===== config.mk =====
export PLATFORM = sky130hd
export DESIGN_NAME = remote_upgrade_serial_access
export DESIGN_NICKNAME = d
export VERILOG_FILES = /design/src/design/upgrade_pkg.sv /design/src/design/upgrade_link_if.sv /design/src/design/upgrade_pin_sync.sv /design/src/design/upgrade_boot_ctrl.sv /design/src/design/remote_upgrade_serial_access.sv
export SDC_FILE = /design/constraint.sdc
export NUM_CORES = 1
export LEC_CHECK = 0
export BUFFER_PORTS_ARGS = -buffer_cell sky130_fd_sc_hd__buf_2
export CORE_UTILIZATION = 60
export CTS_CLUSTER_DIAMETER = 40
export DETAILED_ROUTE_END_ITERATION = 12
export HOLD_SLACK_MARGIN = 0.02
export MAX_ROUTING_LAYER = met4
export PLACE_DENSITY = 0.81
export SYNTH_ARGS = -nofsm -noshare
export SYNTH_HDL_FRONTEND = slang
export SYNTH_SLANG_ARGS = --single-unit

===== constraint.sdc =====
create_clock -name clock -period 2.6 [get_ports clock]
set_input_delay 0.26 -clock clock [delete_from_list [all_inputs] [get_ports clock]]
set_output_delay 0.26 -clock clock [all_outputs]
set_load 0.1 [all_outputs]

===== src/design/upgrade_pkg.sv =====
// constants and types shared by the remote upgrade serial access block
// assumes a single 50 MHz system clock and asynchronous active-low reset
package upgrade_pkg;

  // ****************************************************************
  // field widths
  // ****************************************************************
  localparam int unsigned STATUS_W = 5;
  localparam int unsigned CTRL_W = 22;
  localparam int unsigned SHIFT_W = STATUS_W + CTRL_W;

  // ****************************************************************
  // status bit positions
  // ****************************************************************
  localparam int unsigned CRC_CAUSE_BIT = 0;
  localparam int unsigned ERROR_PIN_CAUSE_BIT = 1;
  localparam int unsigned FABRIC_CAUSE_BIT = 2;
  localparam int unsigned EXT_PIN_CAUSE_BIT = 3;
  localparam int unsigned WATCHDOG_CAUSE_BIT = 4;

  // ****************************************************************
  // reset values
  // ****************************************************************
  localparam logic [STATUS_W-1:0] STATUS_RST = 5'h00;
  localparam logic [CTRL_W-1:0] CTRL_RST = 22'h000000;
  localparam logic [SHIFT_W-1:0] SHIFT_RST = 27'h0000000;

  // ****************************************************************
  // image selection codes
  // ****************************************************************
  typedef enum logic {
    load_factory,
    load_application
  } load_target_e;

endpackage : upgrade_pkg


===== src/design/upgrade_link_if.sv =====
// bundle of synchronised pin events between the edge finder and the core
// assumes both ends run on the same system clock
`timescale 1ns/1ps
interface upgrade_link_if;
  logic shift_edge;
  logic shift_sel;
  logic capture_sel;
  logic serial_bit;
  logic restart_fall;
  logic request_low;
  logic request_rise;

  modport source (output shift_edge, shift_sel, capture_sel, serial_bit,
    restart_fall, request_low, request_rise);
  modport sink (input shift_edge, shift_sel, capture_sel, serial_bit,
    restart_fall, request_low, request_rise);
endinterface : upgrade_link_if


===== src/design/upgrade_pin_sync.sv =====
// double-flop synchronisers and edge detection for the user-logic pins
// assumes every pin is asynchronous to clock
`timescale 1ns/1ps
module upgrade_pin_sync (
  input wire logic clock,
  input wire logic rstn,
  input wire logic upgrade_shift_clock,
  input wire logic shift_or_load_select,
  input wire logic capture_or_commit_select,
  input wire logic upgrade_serial_in,
  input wire logic watchdog_restart_n,
  input wire logic reconfig_request_n,
  upgrade_link_if.source link
);
  // ****************************************************************
  // two-stage synchronisers
  // ****************************************************************
  logic [5:0] meta_q;
  logic [5:0] sync_q;
  logic [5:0] prev_q;
  logic [5:0] raw;

  assign raw = {reconfig_request_n, watchdog_restart_n, upgrade_serial_in,
    capture_or_commit_select, shift_or_load_select, upgrade_shift_clock};

  always_ff @(posedge clock or negedge rstn) begin
    if (!rstn) begin
      meta_q <= 6'h30;
      sync_q <= 6'h30;
      prev_q <= 6'h30;
    end else begin
      meta_q <= raw;
      sync_q <= meta_q;
      prev_q <= sync_q;
    end
  end

  // ****************************************************************
  // edges, data sampled with the pre-edge settled values
  // ****************************************************************
  assign link.shift_edge = sync_q[0] && !prev_q[0];
  assign link.shift_sel = prev_q[1];
  assign link.capture_sel = prev_q[2];
  assign link.serial_bit = prev_q[3];
  assign link.restart_fall = !sync_q[4] && prev_q[4];
  assign link.request_low = !sync_q[5] && prev_q[5];
  assign link.request_rise = sync_q[5] && !prev_q[5];
endmodule : upgrade_pin_sync


===== src/design/upgrade_boot_ctrl.sv =====
// decides which image a reconfiguration request loads
// assumes one-cycle request pulse and settled mode inputs
`timescale 1ns/1ps
module upgrade_boot_ctrl (
  input wire logic clock,
  input wire logic rstn,
  input wire logic request,
  input wire logic remote_mode,
  input wire logic factory_image,
  output logic start_q,
  output upgrade_pkg::load_target_e target_q
);
  import upgrade_pkg::*;

  // ****************************************************************
  // target selection
  // ****************************************************************
  load_target_e target_d;

  assign target_d = (!remote_mode) ? load_application :
    (factory_image ? load_application : load_factory);

  always_ff @(posedge clock or negedge rstn) begin
    if (!rstn) begin
      start_q <= 1'b0;
      target_q <= load_factory;
    end else begin
      start_q <= request;
      if (request) begin
        target_q <= target_d;
      end
    end
  end
endmodule : upgrade_boot_ctrl


===== src/design/remote_upgrade_serial_access.sv =====
// top of the serial access port between upgrade circuitry and user logic
// assumes user pins asynchronous to clock; mode and image are level inputs
`timescale 1ns/1ps
module remote_upgrade_serial_access (
  input wire logic clock,
  input wire logic rstn,
  input wire logic upgrade_shift_clock,
  input wire logic shift_or_load_select,
  input wire logic capture_or_commit_select,
  input wire logic upgrade_serial_in,
  input wire logic watchdog_restart_n,
  input wire logic reconfig_request_n,
  input wire logic remote_mode,
  input wire logic factory_image,
  input wire logic [upgrade_pkg::STATUS_W-1:0] cause_events,
  output logic upgrade_serial_out,
  output logic watchdog_reload,
  output logic reconfig_start,
  output logic load_application_image,
  output logic [upgrade_pkg::CTRL_W-1:0] control_word,
  output logic [upgrade_pkg::STATUS_W-1:0] status_word
);
  import upgrade_pkg::*;

  // ****************************************************************
  // pin synchronisation, six user signals in total
  // ****************************************************************
  upgrade_link_if link ();

  upgrade_pin_sync u_sync (
    .clock(clock),
    .rstn(rstn),
    .upgrade_shift_clock(upgrade_shift_clock),
    .shift_or_load_select(shift_or_load_select),
    .capture_or_commit_select(capture_or_commit_select),
    .upgrade_serial_in(upgrade_serial_in),
    .watchdog_restart_n(watchdog_restart_n),
    .reconfig_request_n(reconfig_request_n),
    .link(link)
  );

  // ****************************************************************
  // mode inputs synchronised
  // ****************************************************************
  logic [1:0] mode_meta_q;
  logic [1:0] mode_q;
  logic remote_q;
  logic factory_q;

  always_ff @(posedge clock or negedge rstn) begin
    if (!rstn) begin
      mode_meta_q <= 2'h0;
      mode_q <= 2'h0;
    end else begin
      mode_meta_q <= {remote_mode, factory_image};
      mode_q <= mode_meta_q;
    end
  end

  assign remote_q = mode_q[1];
  assign factory_q = mode_q[0];

  // ****************************************************************
  // registers
  // ****************************************************************
  logic [SHIFT_W-1:0] shift_q;
  logic [SHIFT_W-1:0] shift_d;
  logic [CTRL_W-1:0] update_q;
  logic [CTRL_W-1:0] control_q;
  logic [STATUS_W-1:0] status_q;
  logic [STATUS_W-1:0] cause_meta_q;
  logic [STATUS_W-1:0] cause_q;
  logic serial_out_q;
  logic reload_q;

  // ****************************************************************
  // operation decode
  // ****************************************************************
  logic do_shift;
  logic do_capture;
  logic do_commit;
  logic [CTRL_W-1:0] readback;

  assign do_shift = link.shift_edge && link.shift_sel;
  assign do_capture = link.shift_edge && !link.shift_sel && link.capture_sel;
  assign do_commit = link.shift_edge && !link.shift_sel && !link.capture_sel
    && remote_q && factory_q;
  assign readback = factory_q ? update_q : control_q;

  always_comb begin
    shift_d = shift_q;
    if (do_shift) begin
      shift_d = {shift_q[SHIFT_W-2:0], link.serial_bit};
    end else if (do_capture) begin
      shift_d = {status_q, readback};
    end
  end

  // ****************************************************************
  // shift register and serial out
  // ****************************************************************
  always_ff @(posedge clock or negedge rstn) begin
    if (!rstn) begin
      shift_q <= SHIFT_RST;
      serial_out_q <= 1'b0;
    end else begin
      shift_q <= shift_d;
      serial_out_q <= shift_d[SHIFT_W-1];
    end
  end

  // ****************************************************************
  // update register
  // ****************************************************************
  always_ff @(posedge clock or negedge rstn) begin
    if (!rstn) begin
      update_q <= CTRL_RST;
    end else if (do_commit) begin
      update_q <= shift_q[CTRL_W-1:0];
    end
  end

  // ****************************************************************
  // control register
  // ****************************************************************
  always_ff @(posedge clock or negedge rstn) begin
    if (!rstn) begin
      control_q <= CTRL_RST;
    end else if (link.request_rise) begin
      control_q <= update_q;
    end
  end

  // ****************************************************************
  // status register, sticky causes
  // ****************************************************************
  always_ff @(posedge clock or negedge rstn) begin
    if (!rstn) begin
      cause_meta_q <= STATUS_RST;
      cause_q <= STATUS_RST;
      status_q <= STATUS_RST;
    end else begin
      cause_meta_q <= cause_events;
      cause_q <= cause_meta_q;
      status_q <= status_q | cause_q
        | {{(STATUS_W-FABRIC_CAUSE_BIT-1){1'b0}}, link.request_low,
           {FABRIC_CAUSE_BIT{1'b0}}};
    end
  end

  // ****************************************************************
  // watchdog restart
  // ****************************************************************
  always_ff @(posedge clock or negedge rstn) begin
    if (!rstn) begin
      reload_q <= 1'b0;
    end else begin
      reload_q <= link.restart_fall && remote_q && !factory_q;
    end
  end

  // ****************************************************************
  // reconfiguration decision
  // ****************************************************************
  load_target_e target;
  logic start;

  upgrade_boot_ctrl u_boot (
    .clock(clock),
    .rstn(rstn),
    .request(link.request_low),
    .remote_mode(remote_q),
    .factory_image(factory_q),
    .start_q(start),
    .target_q(target)
  );

  // ****************************************************************
  // outputs from flip-flops
  // ****************************************************************
  assign upgrade_serial_out = serial_out_q;
  assign watchdog_reload = reload_q;
  assign reconfig_start = start;
  assign load_application_image = logic'(target);
  assign control_word = control_q;
  assign status_word = status_q;
endmodule : remote_upgrade_serial_access


-- Word level (Yosys, flattened, before mapping)
Cells that the tools add are included.
- flip-flop bits (word level): 111
- bits in latches: 0
- RAM bits: 0
- memory bits (read-only): 0
- bits of input ports: 15
- output and inout bits: 31
- word-level logic and storage cells: 42
- memories: 0
- $add $sub $neg: 0
- multiply operators: 0
- divide/modulo/power cells: 0
- order comparisons: 0
- eq/ne operators: 0
- shift-type cells: 0
- multiplexer cells: 5
- bitwise logic cells: 2
- reductions and logical operators: 20
- operators by type and width (cell ; number):
    two-way mux 27 bit ; 2
    two-way mux 22 bit ; 1
    logical AND 1 bit ; 12
    logical NOT 1 bit ; 7
    OR 5 x 3 -> 5 bit ; 1
    OR 5 bit ; 1
    two-way mux 1 bit ; 2
    nonzero test 2 bit ; 1

-- Depth between registers and ports, before layout
Gate-level depths: netlist of the first run.
- word-level depth: 6
- depth in mapped cells: 6
- mapped depth without buffers: 3

-- By module
From an unflattened synthesis of the first run, not the netlist that was laid out.
- cell total of the unflattened synthesis: 272
- area, all modules: 4241.6 um^2
- by module, submodules not included (module ; times used ; cells an instance ; area an instance (um^2) ; sequential area each (um^2)):
    remote_upgrade_serial_access ; 1 ; 245 ; 3692.3 ; 2277.2
    upgrade_pin_sync ; 1 ; 22 ; 485.5 ; 457.9
    upgrade_boot_ctrl ; 1 ; 5 ; 63.8 ; 50.0

-- Worst setup path after synthesis of the first run
Ideal clock, no wire load.
- path kind: reg-to-reg
- from: register u_sync.prev_q[0]
- to: register update_q[10]
- setup time: 0.125 ns
- data arrival time: 1.533 ns
- data required time: 2.475 ns
- slack: 0.942 ns
- stages on the path, launching flop included: 6
- path buffers: 2
- clock period less this slack: 1.658 ns
- cells stage by stage: dfrtp_1 nand2b_1 or4_4 buf_6 buf_12 mux2_4
- word-level cells in the longest chain between the ends: 6
- RTL lines (what ; RTL line ; source):
    from (decl) ; upgrade_pin_sync.sv:20 ; logic [5:0] prev_q;
    from (signal assigned) ; upgrade_pin_sync.sv:34 ; prev_q <= sync_q;
    logical NOT 1 bit ; upgrade_pin_sync.sv:41 ; assign link.shift_edge = sync_q[0] && !prev_q[0];
    logical AND 1 bit ; upgrade_pin_sync.sv:41 ;
    logical AND 1 bit (2 in a row) ; remote_upgrade_serial_access.sv:86 ; assign do_commit = link.shift_edge && !link.shift_sel && !link.capture_sel
    logical AND 1 bit (2 in a row) ; remote_upgrade_serial_access.sv:87 ; && remote_q && factory_q;
    to (signal assigned) ; remote_upgrade_serial_access.sv:119 ; update_q <= shift_q[CTRL_W-1:0];
    to (decl) ; remote_upgrade_serial_access.sv:68 ; logic [CTRL_W-1:0] update_q;
No other way between the ends.
A chain may end at the register's enable or synchronous reset.

-- Final worst setup path of the first run
- from: register u_sync.prev_q[1]
- to: register shift_q[22]
- word-level cells in the longest chain between the ends: 4
- elaborated cells between the ends (all ways): 6
- those cells by class: 1 x mux; 5 x reduce/logical
- RTL lines (what ; RTL line ; source):
    logical NOT 1 bit ; remote_upgrade_serial_access.sv:85 ; assign do_capture = link.shift_edge && !link.shift_sel && link.capture_sel;
    logical AND 1 bit (2 in a row) ; remote_upgrade_serial_access.sv:85 ;
    nonzero test 2 bit (no source line) ; n/a ;
    to (signal assigned) ; remote_upgrade_serial_access.sv:107 ; shift_q <= shift_d;
    to (decl) ; remote_upgrade_serial_access.sv:66 ; logic [SHIFT_W-1:0] shift_q;
Several ways; a longest one is shown, not always the timed one.

==> impl_results.md, run 1 <==
* Outcome: complete, no violations
* Total grt overflow at 0
* 1st-iter DRT viols at 243
* Overall routing resource usage at 0.243
* Worst Setup SP: u_sync.prev_q[1]$_DFF_PN0_
* Post-CTS Setup Bufs at 0
* Tcrit/Tclk final at 0.856
* FMAX at 0.449 GHz
* Worst-Margin Slew at 0.973 ns
* Crit. End Element: flop
* Setup Skew at 0.0136 ns
* Routed WL at 7890 µm
* Vias in the first global route at 2,748
* Rows at 30
* R2R Path Start: u_sync.prev_q[1]$_DFF_PN0_
* WP data arrival at 2.44 ns
* DP Wirelength at 4770 µm
* Die Area at 7620 µm²
* Proportion of layout cells with a drive suffix above 1 at 0.358
* PnR worst setup slack at 0.374 ns
* DIE HEIGHT at 87.3 µm
* Synthesized area per cell at 14.1 µm²
* Reg2reg path depth at 3
* I/O pins at 46
* Syn Nets at 325
* Synth unique cells at 26
* Primary FF master, synth: dfrtp_1
* Via count at 2,598
* Synth Area in Adders at 0
* CP max stage delay at 0.76 ns
* Placed cell areas at 4630 µm²
* Hold_sp: cause_meta_q[1]$_DFF_PN0_
* Drc violations at 0
* Syn Inst Count at 310
* Die Wd at 87.3 µm
* R2r endpoint: shift_q[22]$_DFFE_PN0P_
* Pins Over Slew Limit at 0
* Finished layout cell area at 4970 µm²
* Mux share of post-synthesis cell area at 0.175
* Number of port buffers at 45
* Peak supply drop at 0.612 mV
* Register area share after synthesis at 0.638
* Count of final hold-check violations at 0
* WP data required at 2.82 ns
* Pin count of the biggest net entering global routing at 54
* DRT Pass-1 Iters at 4
* Number of CTS-inserted buffers at 9
* Crit path max fanout at 27
* Starting Density at 0.632
* Fill cells at 480
* # hold bufs at CTS at 14
* Post-synthesis register bit count at 111
* Minimum clock period at 2.23 ns
* Final nets at 380
* Slowest cell on the critical path: nor2_1
* Main combinational cell family by area after synthesis: multiplexers
* Post-synthesis xor/xnor area fraction at 0
* DR WL/cell at 17.0 µm
* Clk buf depth at 2
* Worst skew pair latency at 0.37 ns
* Post-synthesis simple-gate area fraction at 0.0542
* Initial antenna violation count at 0
* Clock sinks at 111
* WS Path Type: reg2reg
* Finished Layout Cells at 465
* Most frequent cells in the layout: 105 x dfrtp_1, 44 x buf_2, 33 x mux2_2
* CTS resizes at 0
* Setup_tns at 0 ns
* Reg clk slew, reported paths at 0.09 ns
* Ant diodes at 0
* Relative slew slack at 0.349
* Pre-CTS setup slack at 0.385 ns
* Hold worst-path end: cause_q[1]$_DFF_PN0_
* Post-Syn Area at 4360 µm²
* YS warnings at 0
* First-pass GRT wire length at 13,300 µm
* CTS tree: done
* Synth Area in Compound Gates at 0.0926
* Pwr dens at 738 nW/µm²
* Critical Path Source Type: flop
* Most common cell after layout, fill and taps aside: dfrtp_1
* Max-cap viol count at 0
* Vias/cell at 5.59
* R2r setup slk at 0.37 ns
* EDFF count, synth at 0
* Final Wtd Congestion at 0.791
* Hold Path Stages at 0
* Core ar. at 6910 µm²
* Final ANT Viol Nets at 0
* CP cell instances: nor2_1 -> or2_2 -> o21ai_0
* Unrepaired setup endpoints after global routing: false
* Ys async rst share at 1.00
* # setup viols final at 0
* Root Buffer: clkbuf_8
* Hold Worst Slack at 0.351 ns
* Leak at 0.00245 µW
* H-tree lvl count at 3
* HP Class: reg2reg
* Inst Count DP at 436
* Area Growth Syn to Fin at 13.8%
synthesized netlist by cell type, drive strengths merged (9+ instances only):
master / count / share of area
a211oi: 13 / 0.022
buf: 11 / 0.023
clkbuf: 9 / 0.0077
dfrtp: 105 / 0.60
inv: 11 / 0.0095
mux2: 53 / 0.15
mux2i: 9 / 0.021
nor2: 15 / 0.013
nor2b: 15 / 0.022
o21ai: 23 / 0.026
o22ai: 14 / 0.020
o31ai: 13 / 0.022
power by group:
group | switching (µW) | internal (µW) | total, µW | leakage [µW]
Combinational | 453 | 194 | 646 | 0.000937
Clock | 544 | 488 | 1030 | 0.000105
Sequential | 105 | 1880 | 1980 | 0.00141
Total | 1100 | 2560 | 3660 | 0.00245
stage by stage:
stage	utilization	power, µW
finish	0.719	3660
global route	0.719	3810
detailed placement	0.670	2650
CTS	0.719	3680
global placement	0.670	2620
floorplan	-	2490
kinds of logic (layout without fill, tap and decap cells):
logic type	after synthesis	after routing
AND/OR/NAND/NOR	42	42
AO/OA/AOI/OAI	64	64
flip-flops	111	111
buffers and inverters	31	90
multiplexers	62	62
state kept, by name (all words and copies together), names as in the netlist, 6 cells and up:
signal,cells
control_word,22
u_sync.sync_q,6
u_sync.meta_q,6
update_q,22
shift_q,26
u_sync.prev_q,6
worst max-delay path, delay by kind of cell (launching register included):
| kind | cells | cell delay, ns |
|---|---|---|
| flops | 1 | 0.42 |
| simple gates | 2 | 1.41 |
| compound gates | 1 | 0.23 |
layout make-up:
class	count	area (µm²)	share of cell area
repair buffers	64	418	0.0842
well taps	96	120	0.0242
clock inverters	4	45.0	0.00907
clock buffers	11	151	0.0305
inverters	11	41.3	0.00831
flip-flops and latches	111	2790	0.561
multi-input cells	168	1410	0.283
layer usage:
metal	up-vias	track usage	part of all wire
li1	1207	-	-
met1	1309	0.321	0.45
met2	69	0.377	0.50
met3	13	0.0550	0.038
met4	0	0.0820	0.015
met5	-	-	0
worst max path at each step:
stage,end,slack [ns],cells past startpoint
floorplan,update_q[10]$_DFFE_PN0P_,0.94,5
global placement,shift_q[23]$_DFFE_PN0P_,0.52,3
detailed placement,shift_q[22]$_DFFE_PN0P_,0.39,3
CTS,shift_q[22]$_DFFE_PN0P_,0.40,3
global route,shift_q[22]$_DFFE_PN0P_,0.13,3
finish,shift_q[22]$_DFFE_PN0P_,0.37,3
Note: power is estimated with default switching activity, not from simulation.
==> run 2: changes to the inputs <==
Settings changed: REMOVE_ABC_BUFFERS set to 1.
==> impl_results.md, run 2 (same netlist as run 1, synthesis figures left out) <==
* Most common cell after layout, fill and taps aside: dfrtp_1 (unchanged)
* Ant diodes at 0 (unchanged)
* WP data required at 2.86 ns (was 2.82 ns)
* Reg clk slew, reported paths at 0.11 ns (was 0.09 ns)
* Pins Over Slew Limit at 0 (unchanged)
* Pin count of the biggest net entering global routing at 81 (was 54)
* Slowest cell on the critical path: or2_2 (was nor2_1)
* Peak supply drop at 0.561 mV (was 0.612 mV)
* DR WL/cell at 16.6 µm (was 17.0 µm)
* CP max stage delay at 0.56 ns (was 0.76 ns)
* Wl on met1 at 3480 µm (was 3530 µm)
* H-tree lvl count at 3 (unchanged)
* Clock sinks at 111 (unchanged)
* CTS tree: done (unchanged)
* Tcrit/Tclk final at 0.688 (was 0.856)
* Number of port buffers at 45 (unchanged)
* Setup_tns at 0 ns (unchanged)
* Number of CTS-inserted buffers at 9 (unchanged)
* Cell family with most CP delay: simple AND/OR/NAND/NOR gates (unchanged)
* Overall routing resource usage at 0.231 (was 0.243)
* Die Wd at 87.3 µm (unchanged)
* HP Class: in2async (was reg2reg)
* CP cell instances: nand2b_1 -> buf_4 -> or2_2 -> o31ai_1 (was nor2_1 -> or2_2 -> o21ai_0)
* Met2 Wirelength at 3880 µm (was 3940 µm)
* Routed WL at 7730 µm (was 7890 µm)
* Inst Count DP at 436 (unchanged)
* Proportion of layout cells with a drive suffix above 1 at 0.359 (was 0.358)
* WS Path Type: reg2reg (unchanged)
* Crit path max fanout at 27 (unchanged)
* Die Area at 7620 µm² (unchanged)
* Final ANT Viol Nets at 0 (unchanged)
* Leak at 0.00246 µW (was 0.00245 µW)
* Initial antenna violation count at 0 (unchanged)
* Finished Layout Cells at 466 (was 465)
* FMAX at 0.559 GHz (was 0.449 GHz)
* Most frequent cells in the layout: 105 x dfrtp_1, 44 x buf_2, 33 x mux2_2 (unchanged)
* DRT Pass-1 Iters at 4 (unchanged)
* DIE HEIGHT at 87.3 µm (unchanged)
* Unrepaired setup endpoints after global routing: false (unchanged)
* Area Growth Syn to Fin at 14.1% (was 13.8%)
* WL met3 at 265 µm (was 303 µm)
* Highest routed layer: met4 (unchanged)
* Post-CTS Setup Bufs at 0 (unchanged)
* DP Wirelength at 4580 µm (was 4770 µm)
* Vias in the first global route at 2,603 (was 2,748)
* Worst path bufs/invs at 1 (was 0)
* Worst-Margin Slew at 0.626 ns (was 0.973 ns)
* # setup viols final at 0 (unchanged)
* Total grt overflow at 0 (unchanged)
* Starting Density at 0.632 (unchanged)
* CTS resizes at 0 (unchanged)
* First-pass GRT wire length at 12,700 µm (was 13,300 µm)
* WP data arrival at 2.05 ns (was 2.44 ns)
* Clk buf depth at 2 (unchanged)
* Pwr dens at 743 nW/µm² (was 738 nW/µm²)
* Rows at 30 (unchanged)
* Final nets at 380 (unchanged)
* Biggest register: shift_q (unchanged)
* I/O pins at 46 (unchanged)
* Vias/cell at 5.62 (was 5.59)
* Root Buffer: clkbuf_8 (unchanged)
* Minimum clock period at 1.79 ns (was 2.23 ns)
* 1st-iter DRT viols at 148 (was 243)
* Outcome: complete, no violations (unchanged)
* Core ar. at 6910 µm² (unchanged)
* Via count at 2,618 (was 2,598)
* Max reg flops at 26 (unchanged)
* # hold bufs at CTS at 14 (unchanged)
* Drc violations at 0 (unchanged)
* Setup Skew at 0.00904 ns (was 0.0136 ns)
* Max-cap viol count at 0 (unchanged)
* Relative slew slack at 0.583 (was 0.349)
* Critical Path Source Type: flop (unchanged)
* Crit. End Element: flop (unchanged)
* Final Wtd Congestion at 0.731 (was 0.791)
* Count of final hold-check violations at 0 (unchanged)
* Worst skew pair latency at 0.37 ns (about the same)
==> run 2: cell count changes in the layout (fill, tap and decap cells not counted), sizes merged <==
| cell | delta |
|---|---|
| clkinv | -1 |
| inv | +4 |
| clkbuf | -2 |
==> run 2: metal layers <==
layer | vias up | global-route usage
li1 | 1207 | -
met1 | 1339 | 0.308
met2 | 62 | 0.359
met3 | 10 | 0.0408
met4 | 0 | 0.0849
met5 | - | -
==> run 2: final cells by class <==
class / instances / area, µm²
fillers: 490 / 1930
clock inverters: 7 / 87.6
multi-input cells: 168 / 1410
inverters: 11 / 41.3
clock buffers: 9 / 124
flip-flops and latches: 111 / 2790
well taps: 96 / 120
repair buffers: 64 / 418
==> run 2: worst paths after layout <==
| kind | to | from | slack, ns | cells past startpoint |
|---|---|---|---|---|
| max reg2reg | shift_q[19]$_DFFE_PN0P_ | u_sync.prev_q[0]$_DFF_PN0_ | 0.81 | 4 |
| min | update_q[12]$_DFFE_PN0P_ | rstn | 0.36 | 2 |
| min reg2reg | u_sync.sync_q[0]$_DFF_PN0_ | u_sync.meta_q[0]$_DFF_PN0_ | 0.36 | 0 |
| max in group asynchronous | u_sync.sync_q[4]$_DFF_PN1_ | rstn | 1.49 | 3 |
| min in group clock | u_sync.sync_q[0]$_DFF_PN0_ | u_sync.meta_q[0]$_DFF_PN0_ | 0.36 | 0 |
| max | shift_q[19]$_DFFE_PN0P_ | u_sync.prev_q[0]$_DFF_PN0_ | 0.81 | 4 |
==> run 2: power breakdown <==
part	internal, µW	switching (µW)
combinational	194	452
sequential	1880	102
clock	470	606
total	2540	1160
==> run 2: worst reg2reg max path: cells and delay by family, from the launching register on <==
family,cells,cell delay (ns)
AOI/OAI and AO/OA,1,0.35
buffers and inverters,1,0.20
and+or+nand+nor,2,0.74
DFF,1,0.41
==> run 2: through the flow <==
step	utilization	hold WS (ns)	area [µm²]	worst slack, ns	power (µW)
floorplan	-	-0.0356	4230	0.513	2480
global placement	0.670	0.224	4630	0.897	2620
detailed placement	0.670	0.227	4630	0.830	2650
CTS	0.721	0.358	4980	0.822	3730
global route	0.721	0.366	4980	0.686	3850
finish	0.721	0.356	4980	0.811	3700
==> run 3: changes to the inputs <==
Settings changed: ABC_AREA set to 1, CORE_UTILIZATION 60 to 58, PLACE_DENSITY 0.81 to 0.79.
Clock period 2.6 ns to 1.75 ns, I/O delays scaled along.
==> impl_results.md, run 3 <==
* Drc violations at 0 (unchanged)
* Unrepaired setup endpoints after global routing: false (unchanged)
* Crit. End Element: flop (unchanged)
* Overall routing resource usage at 0.265 (was 0.231)
* Pin count of the biggest net entering global routing at 43 (was 81)
* Post-Syn Area at 4590 µm² (was 4360 µm²)
* Proportion of layout cells with a drive suffix above 1 at 0.164 (was 0.359)
* Tcrit/Tclk final at 0.800 (was 0.688)
* Fill cells at 631 (was 490)
* DR WL/cell at 13.8 µm (was 16.6 µm)
* First-pass GRT wire length at 16,400 µm (was 12,700 µm)
* Final Wtd Congestion at 0.849 (was 0.731)
* Area Growth Syn to Fin at 15.6% (was 14.1%)
* CTS tree: done (unchanged)
* Leak at 0.00288 µW (was 0.00246 µW)
* DP Wirelength at 6380 µm (was 4580 µm)
* Critical Path Source Type: flop (unchanged)
* Biggest register: shift_q (unchanged)
* Comb power frac at 0.210 (was 0.175)
* Vias/cell at 5.09 (was 5.62)
* Minimum clock period at 1.40 ns (was 1.79 ns)
* Post-synthesis register bit count at 111 (unchanged)
* HP Class: in2async (unchanged)
* Routed WL at 9700 µm (was 7730 µm)
* Total grt overflow at 0 (unchanged)
* Final ANT Viol Nets at 0 (unchanged)
* Most frequent cells in the layout: 222 x nand2_1, 105 x dfrtp_1, 54 x nand3_1 (was 105 x dfrtp_1, 44 x buf_2, 33 x mux2_2)
* Max reg flops at 26 (unchanged)
* Peak supply drop at 0.815 mV (was 0.561 mV)
* Initial antenna violation count at 0 (unchanged)
* Pwr dens at 1090 nW/µm² (was 743 nW/µm²)
* Most frequent cell after synthesis: nand2_1 (was dfrtp_1)
* CP cell instances: nand2_1 -> nor2_4 -> nand2_2 -> nand2_1 -> nand2_1 (was nand2b_1 -> buf_4 -> or2_2 -> o31ai_1)
* Most common cell after layout, fill and taps aside: nand2_1 (was dfrtp_1)
* Worst skew pair latency at 0.37 ns (about the same)
* Primary FF master, synth: dfrtp_1 (unchanged)
* Register area share after synthesis at 0.607 (was 0.638)
* Setup Skew at 0.0115 ns (was 0.00904 ns)
* Sequential power share at 0.521 (was 0.535)
* Clock sinks at 111 (unchanged)
* Die Area at 8270 µm² (was 7620 µm²)
* Root Buffer: clkbuf_8 (unchanged)
* Clk buf depth at 2 (unchanged)
* Synth unique cells at 20 (was 26)
* Syn Inst Count at 535 (was 310)
* Top cells by count, synth: 222 x nand2_1, 105 x dfrtp_1, 54 x nand3_1 (was 105 x dfrtp_1, 33 x mux2_2, 23 x o21ai_0)
* Worst path bufs/invs at 0 (was 1)
* Cell family with most CP delay: simple AND/OR/NAND/NOR gates (unchanged)
* Max-cap viol count at 0 (unchanged)
* Starting Density at 0.597 (was 0.632)
* EDFF count, synth at 0 (unchanged)
* R2r setup slk at 0.35 ns (was 0.81 ns)
* YS warnings at 0 (unchanged)
* CTS resizes at 0 (unchanged)
* DIE HEIGHT at 91.0 µm (was 87.3 µm)
* WP data required at 2.02 ns (was 2.86 ns)
* Final nets at 612 (was 380)
* Crit path max fanout at 22 (was 27)
* Setup_tns at 0 ns (unchanged)
* Worst-Margin Slew at 0.505 ns (was 0.626 ns)
* DRT Pass-1 Iters at 4 (unchanged)
* Crit path top cell by count: nand2_1
* P_sw at 1980 µW (was 1160 µW)
* Rows at 32 (was 30)
* FMAX at 0.714 GHz (was 0.559 GHz)
* Number of CTS-inserted buffers at 9 (unchanged)
* Number of port buffers at 45 (unchanged)
* WP data arrival at 1.67 ns (was 2.05 ns)
* Vias in the first global route at 3,436 (was 2,603)
* Ys async rst share at 1.00 (unchanged)
* Switching share of power at 0.344 (was 0.313)
* Slowest cell on the critical path: dfrtp_1 (was or2_2)
* Via count at 3,584 (was 2,618)
* Outcome: complete, no violations (unchanged)
* WS Path Type: reg2reg (unchanged)
* Synth top area cells: dfrtp_1 57%, nand2_1 18%, nand3_1 5.9%, inv_1 3.9%, dfstp_2 3.4% (was dfrtp_1 60%, mux2_2 8.5%, mux2_4 6.9%, dfstp_2 3.6%, o21ai_0 2.6%)
* 1st-iter DRT viols at 348 (was 148)
* Relative slew slack at 0.666 (was 0.583)
* Core ar. at 7690 µm² (was 6910 µm²)
* H-tree lvl count at 3 (unchanged)
* Ant diodes at 0 (unchanged)
* Hold Worst Slack at 0.267 ns (was 0.356 ns)
* Pins Over Slew Limit at 0 (unchanged)
* I/O pins at 46 (unchanged)
* # setup viols final at 0 (unchanged)
* Internal power at 3780 µW (was 2540 µW)
* Share of the synthesized area in the top cell type at 0.573 (was 0.602)
* Count of final hold-check violations at 0 (unchanged)
* Synthesized area per cell at 8.58 µm² (was 14.1 µm²)
* CP max stage delay at 0.49 ns (was 0.56 ns)
* Clock network power share at 0.269 (was 0.291)
* Reg clk slew, reported paths at 0.10 ns (was 0.11 ns)
* Top cell type by total area after synthesis: dfrtp_1 (unchanged)
* Die Wd at 91.0 µm (was 87.3 µm)
## run 3: cell types whose count changed after synthesis, sizes merged, moves of 3 or more
cell and delta:
nand2 +223, nand3 +55, mux2 -53, inv +39, nor2 +20, nor2b -15
o22ai -14, a211oi -13, nand4 +13, o31ai -13, buf +11, o21ai -10
mux2i -9, clkbuf -3
## run 3: worst paths after layout
check	cells past startpoint	to	startpoint
setup / recovery	5	update_q[15]$_DFFE_PN0P_	mode_q[0]$_DFF_PN0_
hold / removal	2	cause_q[4]$_DFF_PN0_	rstn
setup reg to reg	5	update_q[15]$_DFFE_PN0P_	mode_q[0]$_DFF_PN0_
hold reg to reg	0	u_sync.sync_q[2]$_DFF_PN0_	u_sync.meta_q[2]$_DFF_PN0_
max in group asynchronous	3	control_word[16]$_DFFE_PN0P_	rstn
min in group clock	0	u_sync.sync_q[2]$_DFF_PN0_	u_sync.meta_q[2]$_DFF_PN0_
## run 3: per-layer routing
metal	share of wire	vias up	global-route usage
li1	-	1760	-
met1	0.43	1690	0.350
met2	0.49	112	0.412
met3	0.054	22	0.0436
met4	0.024	0	0.115
met5	0	-	-
## run 3: through the flow
stage                     utilization  area, µm²  std cells  total power, µW  setup WS (ns)
after floorplan                     -       4430        507             3910         0.0568
after global placement          0.646       4960        674             4200          0.434
after detailed placement        0.646       4960        674             4240          0.358
after CTS                       0.690       5310        704             5810          0.348
after global routing            0.690       5310        704             6040          0.194
final                           0.690       5310        704             5770          0.350
## run 3: power groups by stage
stage	Clock, µW	Sequential [µW]	Combinational, µW
final	1550	3000	1210
after CTS	1590	3000	1220
after global routing	1690	3030	1320
after detailed placement	0	3050	1190
after floorplan	0	3530	377
after global placement	0	3040	1160
## run 3: kinds of logic after synthesis
group,share of synthesized area
AO/OA/AOI/OAI,0.0155
buffers and inverters,0.0752
flip-flops,0.607
AND/OR/NAND/NOR,0.302
## run 3: area by class of cell
cell class,instances,area (µm²),area share
flip-flops and latches,111,2790,0.525
multi-input cells,346,1460,0.275
repair buffers,79,543,0.102
inverters,50,188,0.0354
well taps,102,128,0.0241
clock buffers,9,124,0.0233
clock inverters,7,78.8,0.0149
## run 3: worst register-to-register path, delay by kind of cell, from the launching register on
kind | cells | cell delay, ns
and+or+nand+nor | 5 | 0.82
DFF | 1 | 0.49
## run 3: repair_timing
item                       4_1_cts  5_1_grt
buffers inserted                 0        0
hold buffers                    14        0
setup endpoints to repair        0        0
hold endpoints to repair        36        0
